`src/inc/pg_fault_pkg.sv`:
```
// Shared constants, register selects and carrier types for the power-good and fault block
package pg_fault_pkg;

  localparam int unsigned CHANNELS      = 8;
  localparam int unsigned ZONE_CHANNELS = 4;
  localparam int unsigned FAULT_LINES   = 4;

  // Clock rate and persistence time
  localparam int unsigned CLK_KHZ        = 40000;
  localparam int unsigned PERSIST_NS     = 10000;
  // Least time, so round up
  localparam int unsigned PERSIST_CYCLES = (PERSIST_NS * CLK_KHZ + 999999) / 1000000;
  localparam int unsigned PCNT_W         = 9;

  // Register selects on the command port
  localparam logic [2:0] SEL_GOOD_MASK  = 3'h0;
  localparam logic [2:0] SEL_Z0A_RESP   = 3'h1;
  localparam logic [2:0] SEL_Z0B_RESP   = 3'h2;
  localparam logic [2:0] SEL_Z1A_RESP   = 3'h3;
  localparam logic [2:0] SEL_Z1B_RESP   = 3'h4;
  localparam logic [2:0] SEL_MFR_STATUS = 3'h5;

  // Field layout
  localparam int unsigned GOOD_WDOG_BIT = 8;
  localparam int unsigned GOOD_MASK_W   = 9;
  localparam int unsigned RESP_W        = 4;

  // Reset values
  localparam logic [GOOD_MASK_W-1:0] GOOD_MASK_RESET = 9'h000;
  localparam logic [RESP_W-1:0]      RESP_RESET      = 4'h0;

  // Fault lines, index 0 zone0 a, 1 zone0 b, 2 zone1 a, 3 zone1 b
  typedef struct packed {
    logic zone1_fault_line_b;
    logic zone1_fault_line_a;
    logic zone0_fault_line_b;
    logic zone0_fault_line_a;
  } fault_lines_t;

  typedef struct packed {
    logic       wr_en;
    logic       rd_en;
    logic [2:0] sel;
    logic [15:0] wr_data;
  } reg_cmd_t;

  typedef enum logic {
    CH_RUN,
    CH_OFF
  } chan_state_t;

endpackage

```
`src/core/fault_persist.sv`:
```
// Persistence filter for one shared fault line
`timescale 1ns/1ps
module fault_persist
  import pg_fault_pkg::*;
(
  input  wire logic ref_clk,
  input  wire logic reset_n,
  input  wire logic line_low,
  output logic      confirmed_q,
  output logic      trip_q
);

  localparam logic [PCNT_W-1:0] LAST = PCNT_W'(PERSIST_CYCLES - 1);

  logic [PCNT_W-1:0] cnt_q;
  logic [PCNT_W-1:0] cnt_d;
  logic              confirmed_d;
  logic              trip_d;

  // A release before the count ends clears it, so glitches leave no trace
  always_comb begin
    cnt_d       = cnt_q;
    confirmed_d = confirmed_q;
    trip_d      = 1'b0;
    if (!line_low) begin
      cnt_d       = '0;
      confirmed_d = 1'b0;
    end else if (!confirmed_q) begin
      if (cnt_q == LAST) begin
        confirmed_d = 1'b1;
        trip_d      = 1'b1;
      end else begin
        cnt_d = cnt_q + PCNT_W'(1);
      end
    end
  end

  always_ff @(posedge ref_clk or negedge reset_n) begin
    if (!reset_n) begin
      cnt_q       <= '0;
      confirmed_q <= 1'b0;
      trip_q      <= 1'b0;
    end else begin
      cnt_q       <= cnt_d;
      confirmed_q <= confirmed_d;
      trip_q      <= trip_d;
    end
  end

endmodule

```
`src/core/power_good_fault.sv`:
```
// Power-good combiner and shared fault line response for eight channels
`timescale 1ns/1ps
// How it works
// - Enabled watchdog alive status gates power good
// - Enabled channel good status ANDed into output
// - Disabled watchdog never affects power good
// - Disabled channel never affects power good
// - Odd high-resolution channels excluded from power good
// - Reserved register bits read back zero
// - Zone0 line registers pick channels 0-3 shutdown
// - Zone1 line registers pick channels 4-7 shutdown
// - Shut down only after 10us persistent assertion
// - Restart channel when line deasserts, via sequencer
// - Response bit zero ignores fault line
// - Fault shutdown drives alert output low
// - Fault shutdown sets channel status bit
// - Fault lines active low, shared
module power_good_fault
  import pg_fault_pkg::*;
(
  input  wire logic                ref_clk,
  input  wire logic                reset_n,
  input  wire reg_cmd_t            reg_cmd,
  output logic [15:0]              reg_rd_data_q,
  output logic                     reg_rd_valid_q,
  input  wire logic [CHANNELS-1:0] chan_good_in,
  input  wire logic                wdog_alive_in,
  input  wire logic [CHANNELS-1:0] hires_mode_in,
  input  wire fault_lines_t        fault_line_in,
  output logic                     power_good_q,
  output logic                     alert_output_n_q,
  output logic [CHANNELS-1:0]      chan_off_q,
  output logic [CHANNELS-1:0]      chan_restart_q
);

  logic [GOOD_MASK_W-1:0]             good_mask_q;
  logic [GOOD_MASK_W-1:0]             good_mask_d;
  logic [FAULT_LINES-1:0][RESP_W-1:0] resp_q;
  logic [FAULT_LINES-1:0][RESP_W-1:0] resp_d;
  logic [CHANNELS-1:0]                status_q;
  logic [CHANNELS-1:0]                status_d;
  logic [CHANNELS-1:0]                status_set;
  logic [15:0]                        rd_data_d;
  logic                               rd_valid_d;
  logic [FAULT_LINES-1:0]             sync1_q;
  logic [FAULT_LINES-1:0]             sync2_q;
  logic [FAULT_LINES-1:0]             confirmed;
  logic [FAULT_LINES-1:0]             trip;
  logic [CHANNELS-1:0]                good_use;
  logic                               power_good_d;
  logic                               alert_n_d;
  logic [CHANNELS-1:0]                off_d;
  logic [CHANNELS-1:0]                restart_d;

  // Register file on the command port
  always_comb begin
    good_mask_d = good_mask_q;
    resp_d      = resp_q;
    rd_data_d   = reg_rd_data_q;
    rd_valid_d  = 1'b0;
    if (reg_cmd.wr_en) begin
      case (reg_cmd.sel)
        SEL_GOOD_MASK: good_mask_d = reg_cmd.wr_data[GOOD_MASK_W-1:0];
        SEL_Z0A_RESP:  resp_d[0]   = reg_cmd.wr_data[RESP_W-1:0];
        SEL_Z0B_RESP:  resp_d[1]   = reg_cmd.wr_data[RESP_W-1:0];
        SEL_Z1A_RESP:  resp_d[2]   = reg_cmd.wr_data[RESP_W-1:0];
        SEL_Z1B_RESP:  resp_d[3]   = reg_cmd.wr_data[RESP_W-1:0];
        default:       good_mask_d = good_mask_q;
      endcase
    end
    if (reg_cmd.rd_en) begin
      rd_valid_d = 1'b1;
      // Upper bits padded with zeros
      case (reg_cmd.sel)
        SEL_GOOD_MASK:  rd_data_d = {7'h00, good_mask_q};
        SEL_Z0A_RESP:   rd_data_d = {12'h000, resp_q[0]};
        SEL_Z0B_RESP:   rd_data_d = {12'h000, resp_q[1]};
        SEL_Z1A_RESP:   rd_data_d = {12'h000, resp_q[2]};
        SEL_Z1B_RESP:   rd_data_d = {12'h000, resp_q[3]};
        SEL_MFR_STATUS: rd_data_d = {8'h00, status_q};
        default:        rd_data_d = 16'h0000;
      endcase
    end
  end

  always_ff @(posedge ref_clk or negedge reset_n) begin
    if (!reset_n) begin
      good_mask_q    <= GOOD_MASK_RESET;
      resp_q         <= {FAULT_LINES{RESP_RESET}};
      reg_rd_data_q  <= 16'h0000;
      reg_rd_valid_q <= 1'b0;
    end else begin
      good_mask_q    <= good_mask_d;
      resp_q         <= resp_d;
      reg_rd_data_q  <= rd_data_d;
      reg_rd_valid_q <= rd_valid_d;
    end
  end

  // Power-good combination; an empty selection reads as good
  always_comb begin
    for (int n = 0; n < CHANNELS; n++) begin
      good_use[n] = good_mask_q[n] && !((n % 2 == 1) && hires_mode_in[n]);
    end
    power_good_d = (&(~good_use | chan_good_in))
                && (!good_mask_q[GOOD_WDOG_BIT] || wdog_alive_in);
  end

  always_ff @(posedge ref_clk or negedge reset_n) begin
    if (!reset_n) begin
      power_good_q <= 1'b0;
    end else begin
      power_good_q <= power_good_d;
    end
  end

  // Lines come from other packages, so two flops before any use
  always_ff @(posedge ref_clk or negedge reset_n) begin
    if (!reset_n) begin
      sync1_q <= '0;
      sync2_q <= '0;
    end else begin
      sync1_q <= ~fault_line_in;
      sync2_q <= sync1_q;
    end
  end

  for (genvar p = 0; p < FAULT_LINES; p++) begin : g_line
    fault_persist u_persist (
      .ref_clk     (ref_clk),
      .reset_n     (reset_n),
      .line_low    (sync2_q[p]),
      .confirmed_q (confirmed[p]),
      .trip_q      (trip[p])
    );
  end

  // Per-channel response; cause bits keep the channel off until its own lines release
  for (genvar n = 0; n < CHANNELS; n++) begin : g_chan
    localparam int unsigned LA = (n / ZONE_CHANNELS) * 2;
    localparam int unsigned LB = LA + 1;
    localparam int unsigned K  = n % ZONE_CHANNELS;
    chan_state_t state_q;
    chan_state_t state_d;
    logic [1:0]  cause_q;
    logic [1:0]  cause_d;
    logic [1:0]  hit;

    always_comb begin
      hit       = {trip[LB] && resp_q[LB][K], trip[LA] && resp_q[LA][K]};
      state_d   = state_q;
      cause_d   = cause_q;
      off_d[n]  = chan_off_q[n];
      restart_d[n] = 1'b0;
      status_set[n] = 1'b0;
      case (state_q)
        CH_RUN: begin
          if (|hit) begin
            state_d       = CH_OFF;
            cause_d       = hit;
            off_d[n]      = 1'b1;
            status_set[n] = 1'b1;
          end
        end
        CH_OFF: begin
          cause_d = (cause_q | hit) & {confirmed[LB], confirmed[LA]};
          if (cause_d == 2'b00) begin
            // Sequencer reapplies turn-on delay and ramp on this pulse
            state_d      = CH_RUN;
            off_d[n]     = 1'b0;
            restart_d[n] = 1'b1;
          end
        end
        default: begin
          state_d  = CH_RUN;
          cause_d  = 2'b00;
          off_d[n] = 1'b0;
        end
      endcase
    end

    always_ff @(posedge ref_clk or negedge reset_n) begin
      if (!reset_n) begin
        state_q           <= CH_RUN;
        cause_q           <= 2'b00;
        chan_off_q[n]     <= 1'b0;
        chan_restart_q[n] <= 1'b0;
      end else begin
        state_q           <= state_d;
        cause_q           <= cause_d;
        chan_off_q[n]     <= off_d[n];
        chan_restart_q[n] <= restart_d[n];
      end
    end
  end

  // Sticky status; write one to clear, a new event wins over the clear
  always_comb begin
    status_d = status_q;
    if (reg_cmd.wr_en && reg_cmd.sel == SEL_MFR_STATUS) begin
      status_d = status_q & ~reg_cmd.wr_data[CHANNELS-1:0];
    end
    status_d  = status_d | status_set;
    alert_n_d = ~|status_d;
  end

  always_ff @(posedge ref_clk or negedge reset_n) begin
    if (!reset_n) begin
      status_q         <= '0;
      alert_output_n_q <= 1'b1;
    end else begin
      status_q         <= status_d;
      alert_output_n_q <= alert_n_d;
    end
  end

  // Checks
  logic [2:0] rd_sel_q;
  always_ff @(posedge ref_clk or negedge reset_n) begin
    if (!reset_n) begin
      rd_sel_q <= 3'h0;
    end else begin
      rd_sel_q <= reg_cmd.sel;
    end
  end
endmodule

```
`config.mk`:
```
export PLATFORM = sky130hd
export DESIGN_NAME = power_good_fault
export DESIGN_NICKNAME = d
export VERILOG_FILES = /design/src/inc/pg_fault_pkg.sv /design/src/core/fault_persist.sv /design/src/core/power_good_fault.sv
export SDC_FILE = /design/constraint.sdc
export NUM_CORES = 1
export LEC_CHECK = 0
export BUFFER_PORTS_ARGS = -buffer_cell sky130_fd_sc_hd__buf_2
export CAP_MARGIN = 25
export CELL_PAD_IN_SITES_DETAIL_PLACEMENT = 1
export CELL_PAD_IN_SITES_GLOBAL_PLACEMENT = 2
export CORE_ASPECT_RATIO = 0.8
export CORE_UTILIZATION = 34
export DETAILED_ROUTE_END_ITERATION = 10
export PLACE_DENSITY_LB_ADDON = 0.15
export SETUP_SLACK_MARGIN = 0.2
export SLEW_MARGIN = 25
export SYNTH_ARGS = -nofsm -noshare
export SYNTH_HDL_FRONTEND = slang
export SYNTH_SLANG_ARGS = --single-unit
```
`constraint.sdc`:
```
create_clock -name ref_clk -period 1.7 [get_ports ref_clk]
set_input_delay 0 -clock ref_clk [delete_from_list [all_inputs] [get_ports ref_clk]]
set_output_delay 0 -clock ref_clk [all_outputs]
set_load 0.02 [all_outputs]
```
# Word-level counts from Yosys, hierarchy flattened
# Index checks and enable logic that the tools add are counted.
[word_totals]
latchBits = 0
mem_bits_rw = 0
reg_bits = 144
n_memories = 0
output_inout_bits = 35
input_bits = 44
rom_bits = 0
elab_cells = 311
[classes]
magnitude_cmp = 0
n_div = 0
add_sub_neg = 4
n_shift = 0
eq_ne = 33
mul = 0
bitwise = 30
reduce_logical = 65
muxes = 123
[ops]
columns = ["cell", "count"]
rows = [
  ["9-bit two-way mux", 12],
  ["1-bit two-way mux", 77],
  ["9-bit one-hot mux with 6 select lines", 1],
  ["9-bit by 1-bit adder with 9-bit output (second input constant)", 4],
  ["9-bit == test (second input constant)", 4],
  ["2-bit AND reduction", 17],
  ["2-bit inequality test (second input constant)", 16],
  ["1-bit one-hot mux with 2 select lines", 16],
  ["2-bit one-hot mux with 2 select lines", 8],
  ["1-bit logical AND", 22],
  ["2-bit bitwise AND", 8],
  ["2-bit zero test", 8],
  ["2-bit two-way mux", 8],
  ["2-bit by 1-bit inequality test with 1-bit output (second input constant)", 8],
  ["8-bit NOT", 2],
  ["2-bit OR", 8],
  ["8-bit OR", 2],
  ["2-bit OR reduction", 8],
  ["8-bit bitwise AND", 1],
  ["8-bit two-way mux", 1],
  ["1-bit NOT", 8],
  ["8-bit AND reduction", 1],
  ["8-bit OR reduction", 1],
  ["3-bit by 2-bit == test with 1-bit output (second input constant)", 2],
  ["6 further kinds", 12],
]

# Depth between registers and ports, before layout
# Gate-level depths: netlist (run 1).
[depth]
ltp_word = 7
ltp_mapped = 6
depth_no_buf = 5

# Hierarchy
# A second synthesis (run 1) with hierarchy kept.
[hier_totals]
hier_cells = 572
area_unflattened_um2 = 6312.3
[modules_own_cells]
columns = ["mod", "area_each_um2", "seq_area_each_um2", "cells_per_inst", "n_inst"]
rows = [
  ["power_good_fault", 4083.9, 2328.5, 364, 1],
  ["fault_persist (g_line[0].u_persist ...)", 556.8, 275.3, 52, 3],
  ["fault_persist (g_line[3].u_persist)", 558.0, 275.3, 52, 1],
]

# Worst setup path before layout (run 1)
# Ideal clock, no wire load.
[synth_path]
path_kind = "reg-to-reg"
from = "register g_line[1].u_persist.cnt_q[0]"
to = "register g_line[1].u_persist.cnt_q[3]"
period_less_slack_ps = 1613
required_ps = 1581
t_arrival_ps = 1494
setup_ps = 119
path_stages_with_launch = 6
setup_slack_ps = 87
path_buffers = 0
path_cell_list = "dfrtp_1 ha_1 and3_1 a41oi_2 a41oi_1 o21a_1"
[synth_via]
elab_chain_len = 4
elab_cells_between_ends = 7
classes_between = "add/sub: 1; eq/ne: 2; mux: 3; reduce/logical: 1"
[synth_lines]
columns = ["element", "line_no", "source"]
rows = [
  ["start: declaration", "fault_persist.sv:15", "logic [PCNT_W-1:0] cnt_q;"],
  ["start signal: assignment", "fault_persist.sv:44", "cnt_q <= cnt_d;"],
  ["9-bit by 1-bit adder with 9-bit output", "fault_persist.sv:33", "cnt_d = cnt_q + PCNT_W'(1);"],
  ["9-bit two-way mux", "fault_persist.sv:29", "if (cnt_q == LAST) begin"],
  ["9-bit two-way mux", "fault_persist.sv:28", "end else if (!confirmed_q) begin"],
  ["9-bit two-way mux", "fault_persist.sv:25", "if (!line_low) begin"],
]
# Several ways; a longest one is shown, not always the timed one. The select of a mux whose other input is x is not followed.
# A chain may end at the register's enable or synchronous reset.

# Worst setup path in the final report (run 1)
[layout_path]
from = "register g_line[0].u_persist.trip_q"
to = "register alert_output_n_q"
[layout_via]
elab_chain_len = 7
elab_cells_between_ends = 19
classes_between = "mux: 8; bitwise: 1; reduce/logical: 10"
[layout_lines]
columns = ["element", "line_no", "source"]
rows = [
  ["start: declaration", "fault_persist.sv:10", "output logic trip_q"],
  ["start signal: assignment", "fault_persist.sv:46", "trip_q <= trip_d;"],
  ["1-bit logical AND", "power_good_fault.sv:150", "hit = {trip[LB] && resp_q[LB][K], trip[LA] && resp_q[LA][K]};"],
  ["2-bit OR reduction", "power_good_fault.sv:158", "if (|hit) begin"],
  ["1-bit two-way mux", "power_good_fault.sv:158", ""],
  ["1-bit two-way mux", "power_good_fault.sv:156", "case (state_q)"],
  ["8-bit OR (*)", "power_good_fault.sv:203", "status_d = status_d | status_set;"],
  ["8-bit OR reduction (*)", "power_good_fault.sv:204", "alert_n_d = ~|status_d;"],
  ["1-bit zero test (*)", "power_good_fault.sv:204", ""],
  ["named net alert_n_d", "power_good_fault.sv:51", "logic alert_n_d;"],
  ["end signal: assignment", "power_good_fault.sv:213", "alert_output_n_q <= alert_n_d;"],
  ["end: declaration", "power_good_fault.sv:31", "output logic alert_output_n_q,"],
]
# The timed path passes the listed nets; every way through them passes the cells marked *.

==> results of run 1 <==
per-stage QoR:
| stage | util (%) | total power, W |
|---|---|---|
| 6_report | 46.4 | 0.00803 |
| 5_1_grt | 46.4 | 0.00840 |
| 4_1_cts | 45.2 | 0.00813 |
| 3_5_place_dp | 39.3 | 0.00434 |
| 3_3_place_gp | 39.3 | 0.00431 |
| 2_1_floorplan | - | 0.00400 |
cell families after synthesis:
family                     Yosys count  share of synthesized area, %
adders and majority gates            4                         0.797
AOI/OAI and AO/OA                  134                          13.6
DFF                                137                          54.6
muxes                               39                          7.55
xor gates and xnor gates            17                          2.37
other                                1                        0.0597
buffers and inverters               48                          3.59
and+or+nand+nor                    191                          17.4
state kept, by name, indices dropped and copies added (netlist names), 4 cells and up:
| signal | cells |
|---|---|
| chan_restart_q | 8 |
| g_chan.cause_q | 16 |
| chan_off_q | 8 |
| reg_rd_data_q | 9 |
| status_q | 8 |
| g_line.u_persist.trip_q | 4 |
| g_line.u_persist.confirmed_q | 4 |
| g_chan.state_q | 8 |
| good_mask_q | 9 |
| sync1_q | 4 |
| resp_q | 16 |
| sync2_q | 4 |
| g_line.u_persist.cnt_q | 36 |
worst register-to-register path, delay by kind of cell (launching register included):
family	cells	cell delay, ns
flops	1	0.47
buf+inv	1	0.17
simple gates	2	0.30
compound gates	2	0.53
layout make-up:
| class | instances | area [µm²] | area share, % |
|---|---|---|---|
| clock buffers | 23 | 458 | 5.45 |
| inverters | 24 | 90.1 | 1.07 |
| multi-input cells | 392 | 2900 | 34.5 |
| clock inverters | 9 | 123 | 1.46 |
| repair buffers | 154 | 1110 | 13.2 |
| well taps | 230 | 288 | 3.42 |
| flip-flops and latches | 137 | 3440 | 40.9 |
layout by cell type (no fill, tap or decap), types with 9 or more instances in the layout:
cell type	instances
dlygate4sd3_1	19
and2_1	35
inv_1	24
nand3_1	18
buf_4	67
mux2_2	24
buf_2	59
mux2i_1	9
xor2_1	15
o21ai_0	35
a21oi_1	30
nand2_1	39
clkbuf_16	17
dfrtp_1	130
nor2b_1	22
nor2_1	14
what timing repair did:
item / 4_1_cts / 5_1_grt
endpoints found under the hold margin: 179 / 0
gates cloned: 2 / 0
pin swaps: 9 / 10
hold buffers: 19 / 0
buffers inserted: 25 / 8
gates resized for setup: 29 / 43
endpoints found under the setup margin: 22 / 36
worst max-delay path by stage:
stage | start | to | slack, ns | cells after the start
after global placement | g_line[1].u_persist.trip_q | alert_output_n_q | -0.09 | 5
after CTS | g_line[0].u_persist.trip_q | alert_output_n_q | 0.15 | 5
after floorplan | g_line[1].u_persist.cnt_q[0] | g_line[1].u_persist.cnt_q[3] | 0.18 | 5
final | g_line[0].u_persist.trip_q | alert_output_n_q | 0.16 | 5
after detailed placement | g_line[0].u_persist.trip_q | alert_output_n_q | -0.06 | 5
after global routing | g_line[0].u_persist.cnt_q[4] | g_line[0].u_persist.cnt_q[2] | 0.08 | 6
per-layer routing:
metal  vias up  wire, µm
li1       2321         -
met5         -         0
met1      2469      7960
met2        64      7740
met3        16       460
met4         0       195
report_power, final:
part	total [W]	leakage, nW	internal (W)	switching (W)
clock network	0.00367	0.285	0.00233	0.00134
registers	0.00364	1.81	0.00345	0.000187
logic	0.000718	1.95	0.000370	0.000348
total	0.00803	4.04	0.00615	0.00188
==> results.ini, run 1 <==
[synth]
synth_edf_count = 0
ys_warn_count = 0
synthFlopType = dfrtp_1
seq_area_frac_synth_pct = 54.6
syn_area_um2 = 6280
synth_most_common_cell = dfrtp_1
netlist.area_leader.share_pct = 54.2
synth.distinct_cells = 53
avgSynthCellArea_um2 = 11.0
ys_seq_elements = 137
yosys-top-cells-area = dfrtp_1 (54%), mux2_2 (4.3%), and2_1 (3.5%)
synth.largest_area_cell = dfrtp_1
synthArstFlopShare_pct = 100
synth_common_cells = dfrtp_1 (136), o21ai_0 (43), nand2_1 (41), and2_1 (35), a21oi_1 (31)
syn_inst = 571

[grt]
grt_pass1_vias = 5203
grtUsageMet3_pct = 4.59
grt_max_degree = 44
met1_usage_pct = 24.7
grt_usage_pct = 18.4
grt_pass1_wl_um = 27100
grt-busiest-layer = met2
overflow = 0
grt_util_met2_pct = 29.6
antenna_found_initial = 0

[pwr]
vdd_ir_drop_max_mv = 0.601
p_leak_nw = 4.04
power.density_nw_per_um2 = 956

[cts]
cts_tree = built
clk_latency_ns = 0.42
cts.clk_slew.worst_paths_ns = 0.05
cts-root-buf = clkbuf_16
htree_levels = 4
clock_path_buffers = 2
clock_sinks = 137
cts_buffers = 17

[cells_and_area]
antennaDiodeCount = 0
final_nets = 774
area_growth_pct = 33.8
fill_cells = 1955
drive_gt1_share_pct = 31.8
final_cell_area_um2 = 8400
layout.cells.non_filler = 969

[sta]
rsz0062_at_grt = true
finalCritPeriodShare_pct = 90.3
hold-worst-slack_ns = 0.0163
hold_viol = 0
skew_ns = 0.00453
setup_violations = 0
fin_crit_ns = 1.54
slew_viol_final = 0
fin_tns_setup_ns = 0
fmax_mhz = 651
setup_slack_ns = 0.164

[floorplanning]
dieArea_um2 = 19000
die_h_um = 124
start_util_pct = 34.7
io_pins = 79
fp-row-count = 44
die_w_um = 154
core-area_um2 = 18100

[detailed_routing]
ant_nets = 0
drt_iter0_drc = 171
avgViaCountPerCell = 5.03
drcViolationCount = 0
num_vias = 4870
drt_pass1_iterations = 4
wl_um = 16400
wire_per_inst_um = 16.9

[setup_path]
endpoint_kind = register
reg2reg_depth = 5
worst-path-buf-inv = 1
crit_chain = nand2_1 -> a21oi_1 -> a2111oi_2 -> buf_4 -> and4_1
crit_arrival_ns = 1.90
path_max_fanout = 8
r2r_end = alert_output_n_q
required_ns = 2.06
path_class = reg2reg
crit_path_start_kind = register
reg2reg_setup_slack_ns = 0.16
slowest_stage = dfrtp_2
reg2reg_from = g_line[0].u_persist.trip_q
critPathTopFamily = compound AO/OA/AOI/OAI gates
cpPeakStageDelay_ns = 0.47

[flow_run]
max_cap_violations = 0

[worst_hold_path]
hold_depth = 4
whs_endpoint = power_good_q
hp-class = in2reg
hp-start = chan_good_in[3]

[placed_design]
preCtsSetupSlack_ns = -0.0551
dpl_cell_area_um2 = 7110
gp_congestion = 0.749
numPlacedInstances = 883
io_buffers = 60
post-dp-hpwl_um = 11200

[status]
status = finished clean

Power figures use the tool's default switching activity.
==> inputs of run 2 (changes only) <==
clock period = 1.3 ns   (was 1.7 ns; I/O delays follow)
==> run 2 against run 1 <==
  * Critical path depth up 1
  * First-iteration DRC count up 8.8%
  * Count of clock-buffer cells in the layout down 2
  * Critical endpoint is now g_line[1].u_persist.cnt_q[3]
  * Combinational power up 69%
  * Worst hold slack worse by 0.00056 ns
  * Clock skew up 0.0026 ns
  * The run now ends with negative setup slack left
  * Register-to-register slack worse by 0.40 ns
  * Maximum frequency about the same
  * Flip-flop and latch count unchanged
==> results.ini, run 2 (synthesized netlist as in run 1, its figures left out) <==
[cells_and_area]
final_cell_area_um2 = 10100  ; was 8400 µm²
final_cell_mix = dfrtp_1 (127), buf_4 (112), buf_6 (60), buf_2 (58)  ; was dfrtp_1 (130), buf_4 (67), buf_2 (59), nand2_1 (39)
area_growth_pct = 61.3  ; was 33.8%
regArea_um2 = 3440  ; about the same
drive_gt1_share_pct = 52.9  ; was 31.8%
final_common_cell = dfrtp_1  ; unchanged
fill_cells = 1872  ; was 1955
largest_reg_flops = 36  ; unchanged
largest_register = g_line.u_persist.cnt_q  ; unchanged
finish.utilization_pct = 55.9  ; was 46.4%
top_regs = g_line.u_persist.cnt_q (36), g_chan.cause_q (16), resp_q (16)  ; unchanged
antennaDiodeCount = 0  ; unchanged
multi_input_area_um2 = 3540  ; was 2900 µm²
final_nets = 875  ; was 774

[detailed_routing]
drt_iter0_drc = 186  ; was 171
drt_pass1_iterations = 6  ; was 4
wl_um = 19400  ; was 16400 µm
met2_length_um = 10000  ; was 7740 µm
ant_nets = 0  ; unchanged
drt-met1-wl_um = 8730  ; was 7960 µm
drcViolationCount = 0  ; unchanged
met3_length_um = 536  ; was 460 µm
avgViaCountPerCell = 4.98  ; was 5.03
top_layer = met4  ; unchanged
num_vias = 5333  ; was 4870
wire_per_inst_um = 18.2  ; was 16.9 µm

[floorplanning]
dieArea_um2 = 19000  ; unchanged
die_h_um = 124  ; unchanged
core-area_um2 = 18100  ; unchanged
die_w_um = 154  ; unchanged
start_util_pct = 34.7  ; unchanged
fp-row-count = 44  ; unchanged
io_pins = 79  ; unchanged

[placed_design]
preCtsSetupSlack_ns = -0.401  ; was -0.0551 ns
io_buffers = 60  ; unchanged
gp_congestion = 0.807  ; was 0.749
post-dp-hpwl_um = 12900  ; was 11200 µm
dpl_cell_area_um2 = 7930  ; was 7110 µm²

[pwr]
power.density_nw_per_um2 = 1140  ; was 956 nW/µm²
clockPowerShare_pct = 48.1  ; was 45.7%
vdd_ir_drop_max_mv = 0.740  ; was 0.601 mV
p_leak_nw = 4.84  ; was 4.04 nW
intPower_w = 0.00882  ; was 0.00615 W
swShare_pct = 23.7  ; was 23.4%
p_sw_w = 0.00274  ; was 0.00188 W
pwr-share-seq_pct = 41.5  ; was 45.3%
p_total_w = 0.0116  ; was 0.00803 W
combPwrFrac_pct = 10.4  ; was 8.9%

[setup_path]
endpoint_kind = register  ; unchanged
critPathTopFamily = compound AO/OA/AOI/OAI gates  ; unchanged
worst-path-buf-inv = 1  ; unchanged
cpPeakStageDelay_ns = 0.39  ; was 0.47 ns
reg2reg_depth = 6  ; was 5
path_max_fanout = 4  ; was 8
reg2reg_from = g_line[1].u_persist.cnt_q[1]  ; was g_line[0].u_persist.trip_q
path_class = reg2reg  ; unchanged
r2r_end = g_line[1].u_persist.cnt_q[3]  ; was alert_output_n_q
crit_chain = ha_2 -> and3_4 -> a41oi_4 -> buf_4 -> a41oi_2 -> o21a_1  ; was nand2_1 -> a21oi_1 -> a2111oi_2 -> buf_4 -> and4_1
crit_arrival_ns = 1.84  ; was 1.90 ns
reg2reg_setup_slack_ns = -0.24  ; was 0.16 ns
crit_path_start_kind = register  ; unchanged
slowest_stage = dfrtp_1  ; was dfrtp_2
required_ns = 1.61  ; was 2.06 ns
crit_path_start = g_line[1].u_persist.cnt_q[1]  ; was g_line[0].u_persist.trip_q

[worst_hold_path]
whs_endpoint = power_good_q  ; unchanged
hp-start = hires_mode_in[3]  ; was chan_good_in[3]
hold_depth = 4  ; unchanged
hp-class = in2reg  ; unchanged

[sta]
finalCritPeriodShare_pct = 118  ; was 90.3%
fin_crit_ns = 1.54  ; about the same
worstMarginPinSlew_ns = 0.599
setup_violations = 45  ; was 0
slew_headroom_pct = 59.7
setup_slack_ns = -0.237  ; was 0.164 ns
slew_viol_final = 0  ; unchanged
skew_ns = 0.00713  ; was 0.00453 ns
hold_viol = 0  ; unchanged
fmax_mhz = 651  ; about the same
fin_tns_setup_ns = -4.58  ; was 0 ns
rsz0062_at_grt = true  ; unchanged

[cts]
cts-root-buf = clkbuf_16  ; unchanged
htree_levels = 4  ; unchanged
cts_buffers = 17  ; unchanged
cts.clk_slew.worst_paths_ns = 0.06  ; was 0.05 ns
clk_latency_ns = 0.42  ; about the same
clock_path_buffers = 2  ; unchanged
clock_sinks = 137  ; unchanged
cts_tree = built  ; unchanged

[status]
violations = negative setup slack
status = complete, but fails checks  ; was finished clean

[grt]
antenna_found_initial = 0  ; unchanged
grt_usage_pct = 20.8  ; was 18.4%
grt_pass1_vias = 5733  ; was 5203
grt_pass1_wl_um = 30300  ; was 27100 µm
overflow = 0  ; unchanged
grt_max_degree = 63  ; was 44

[flow_run]
max_cap_violations = 0  ; unchanged

-- run 2: changes by cell type in the layout (fill, tap and decap cells not counted), sizes merged --
cell / delta
buf: +99
bufinv: +3
clkbuf: -2
dlygate4sd3: +2
clkinv: -1
-- run 2: area by class of cell --
| cell class | instances | area share, % |
|---|---|---|
| inverter | 24 | 0.889 |
| timing repair buffer | 255 | 20.7 |
| clock buffer | 21 | 4.45 |
| multi-input combinational | 392 | 35.0 |
| tap | 230 | 2.84 |
| sequential | 137 | 34.0 |
| clock inverter | 11 | 2.16 |
-- run 2: worst min-delay path: stages --
cell and delay [ns]:
buf_2 0.10, nor2_1 0.09, a21oi_1 0.07, and3_1 0.14
-- run 2: repair_timing --
item                       CTS  global route
setup buffers               34            19
pin swaps                   59            46
hold endpoints to repair   173             5
gates resized for setup    162            80
setup endpoints to repair   89           107
hold buffers                20             2
-- run 2: power by group through the flow --
stage                     logic, W  registers (W)  clock network, W
after floorplan           0.000461        0.00480                 0
after global placement     0.00100        0.00479                 0
after detailed placement   0.00104        0.00480                 0
after CTS                  0.00116        0.00476           0.00567
after global routing       0.00131        0.00482           0.00586
final                      0.00121        0.00479           0.00556
-- run 2: worst max-delay path by stage --
stage                                              end  slack, ns  depth (start not counted)
after floorplan           g_line[1].u_persist.cnt_q[3]      -0.13                          5
after global placement                alert_output_n_q      -0.35                          5
after detailed placement              alert_output_n_q      -0.40                          5
after CTS                 g_line[1].u_persist.cnt_q[0]      -0.18                          6
after global routing      g_line[2].u_persist.cnt_q[4]      -0.30                          6
final                     g_line[1].u_persist.cnt_q[3]      -0.24                          6
-- run 2: metrics by stage --
step	std cells	hold WS, ns
after floorplan	577	-0.296
after global placement	964	-0.163
after detailed placement	964	-0.162
after CTS	1050	0.000698
after global routing	1070	0.0383
final	1070	0.0158
-- run 2: metal layers --
layer	vias to the layer above	track usage, %
met5	-	0
met4	0	5.44
met3	11	3.89
met2	68	35.8
met1	2720	27.1
li1	2534	-
==> inputs of run 3 (changes only) <==
==> constraint.sdc (replaced) <==
create_clock -name ref_clk -period 1.3 [get_ports ref_clk]
set_input_delay 0 -clock ref_clk [delete_from_list [all_inputs] [get_ports ref_clk]]
set_output_delay 0 -clock ref_clk [all_outputs]
set_load 0.05 [all_outputs]
==> run 3 against run 2 <==
  * The run still ends with negative setup slack left
  * Clock skew barely moved
  * Global-route usage about the same
  * Worst hold slack improved by 0.00071 ns
  * Critical path depth is the same
  * Critical path type unchanged
  * Largest cell class unchanged
  * Largest power group unchanged
==> results.ini, run 3 (synthesized netlist as in run 1, its figures left out) <==
[cells_and_area]
finish.utilization_pct = 56.0  ; was 55.9%
largest_reg_flops = 36  ; unchanged
top_regs = g_line.u_persist.cnt_q (36), g_chan.cause_q (16), resp_q (16)  ; unchanged
final_cell_mix = dfrtp_1 (127), buf_4 (113), buf_6 (59), buf_2 (54)  ; was dfrtp_1 (127), buf_4 (112), buf_6 (60), buf_2 (58)
final_common_cell = dfrtp_1  ; unchanged
layout.cells.non_filler = 1070  ; unchanged
drive_gt1_share_pct = 52.9  ; unchanged
area_growth_pct = 61.5  ; was 61.3%
final_nets = 875  ; unchanged
antennaDiodeCount = 0  ; unchanged
largest_register = g_line.u_persist.cnt_q  ; unchanged

[grt]
overflow = 0  ; unchanged
grt_pass1_vias = 5733  ; unchanged
grt_max_degree = 63  ; unchanged
antenna_found_initial = 0  ; unchanged
grt_usage_pct = 20.8  ; about the same
grt_pass1_wl_um = 30300  ; about the same

[setup_path]
required_ns = 1.60  ; was 1.61 ns
path_class = reg2reg  ; unchanged
endpoint_kind = register  ; unchanged
crit_path_start_kind = register  ; unchanged
crit_arrival_ns = 1.84  ; about the same
path_max_fanout = 4  ; unchanged

[placed_design]
gp_congestion = 0.807  ; unchanged
io_buffers = 60  ; unchanged
numPlacedInstances = 964  ; unchanged
post-dp-hpwl_um = 12900  ; unchanged

[sta]
setup_slack_ns = -0.237  ; about the same
slew_headroom_pct = 59.7  ; about the same
hold-worst-slack_ns = 0.0165  ; was 0.0158 ns
hold_viol = 0  ; unchanged
worstMarginPinSlew_ns = 0.599  ; about the same
skew_ns = 0.00713  ; about the same
slew_viol_final = 0  ; unchanged
fin_crit_ns = 1.54  ; about the same
fmax_mhz = 651  ; about the same
finalCritPeriodShare_pct = 118  ; about the same
setup_violations = 45  ; unchanged
rsz0062_at_grt = true  ; unchanged

[detailed_routing]
drcViolationCount = 0  ; unchanged
wire_per_inst_um = 18.2  ; about the same
num_vias = 5337  ; was 5333
drt_pass1_iterations = 6  ; unchanged
avgViaCountPerCell = 4.99  ; was 4.98
wl_um = 19400  ; about the same
drt_iter0_drc = 205  ; was 186
ant_nets = 0  ; unchanged

[cts]
cts_tree = built  ; unchanged
clock_sinks = 137  ; unchanged
htree_levels = 4  ; unchanged
cts.clk_slew.worst_paths_ns = 0.06  ; about the same
cts_buffers = 17  ; unchanged
clock_path_buffers = 2  ; unchanged
clk_latency_ns = 0.42  ; about the same
cts-root-buf = clkbuf_16  ; unchanged

[pwr]
p_total_w = 0.0117  ; was 0.0116 W
power.density_nw_per_um2 = 1150  ; was 1140 nW/µm²
p_leak_nw = 4.84  ; about the same
vdd_ir_drop_max_mv = 0.740  ; about the same

[status]
violations = negative setup slack  ; unchanged
status = complete, but fails checks  ; unchanged

[floorplanning]
fp-row-count = 44  ; unchanged
core-area_um2 = 18100  ; unchanged
die_h_um = 124  ; unchanged
dieArea_um2 = 19000  ; unchanged
io_pins = 79  ; unchanged
start_util_pct = 34.7  ; unchanged
die_w_um = 154  ; unchanged

[worst_hold_path]
hp-class = in2reg  ; unchanged

[flow_run]
max_cap_violations = 0  ; unchanged

[run 3: path summary, 6_finish.rpt]
kind	startpoint	to	slack, ns	cells past startpoint
setup / recovery	g_line[1].u_persist.cnt_q[1]	g_line[1].u_persist.cnt_q[3]	-0.24	6
hold / removal	hires_mode_in[3]	power_good_q	0.02	4
setup reg to reg	g_line[1].u_persist.cnt_q[1]	g_line[1].u_persist.cnt_q[3]	-0.24	6
hold reg to reg	sync1_q[2]	sync2_q[2]	0.35	0
max in group asynchronous	reset_n	g_chan[3].cause_q[1]	0.34	3
min in group asynchronous	reset_n	g_line[1].u_persist.cnt_q[8]	0.14	3
[run 3: cell type report]
cell class | instances | area, µm²
clock inverters | 11 | 219
well taps | 230 | 288
multi-input cells | 392 | 3540
flip-flops and latches | 137 | 3440
inverters | 24 | 90.1
clock buffers | 21 | 450
fillers | 1872 | 7970
repair buffers | 255 | 2110
[run 3: per-layer routing]
| metal | track usage, % | wire (µm) | up-vias |
|---|---|---|---|
| met5 | 0 | 0 | - |
| met4 | 5.44 | 164 | 0 |
| met3 | 3.89 | 516 | 11 |
| met2 | 35.8 | 10000 | 72 |
| met1 | 27.1 | 8750 | 2722 |
| li1 | - | - | 2532 |
[run 3: what timing repair did]
action	4_1_cts	5_1_grt
setup buffers	34	19
pin swaps	59	46
gates resized for setup	164	83
hold buffers	20	2
endpoints found under the hold margin	173	5
endpoints found under the setup margin	90	110
[run 3: per-stage QoR]
step	area [µm²]	setup slack (ns)	TNS (ns)
global placement	7930	-0.351	-3.44
CTS	9660	-0.177	-3.67
detailed placement	7930	-0.401	-5.41
global route	10100	-0.304	-7.60
finish	10100	-0.237	-4.61
floorplan	6520	-0.130	-1.31
[run 3: critical path, stage by stage, from the launching register on]
cell and delay, ns:
dfrtp_1 0.39, ha_2 0.20, and3_4 0.19, a41oi_4 0.19
buf_4 0.16, a41oi_2 0.10, o21a_1 0.19
[run 3: power by group]
| part | internal, W | switching [W] |
|---|---|---|
| Clock | 0.00366 | 0.00190 |
| Combinational | 0.000647 | 0.000673 |
| Sequential | 0.00452 | 0.000275 |
| Total | 0.00882 | 0.00285 |
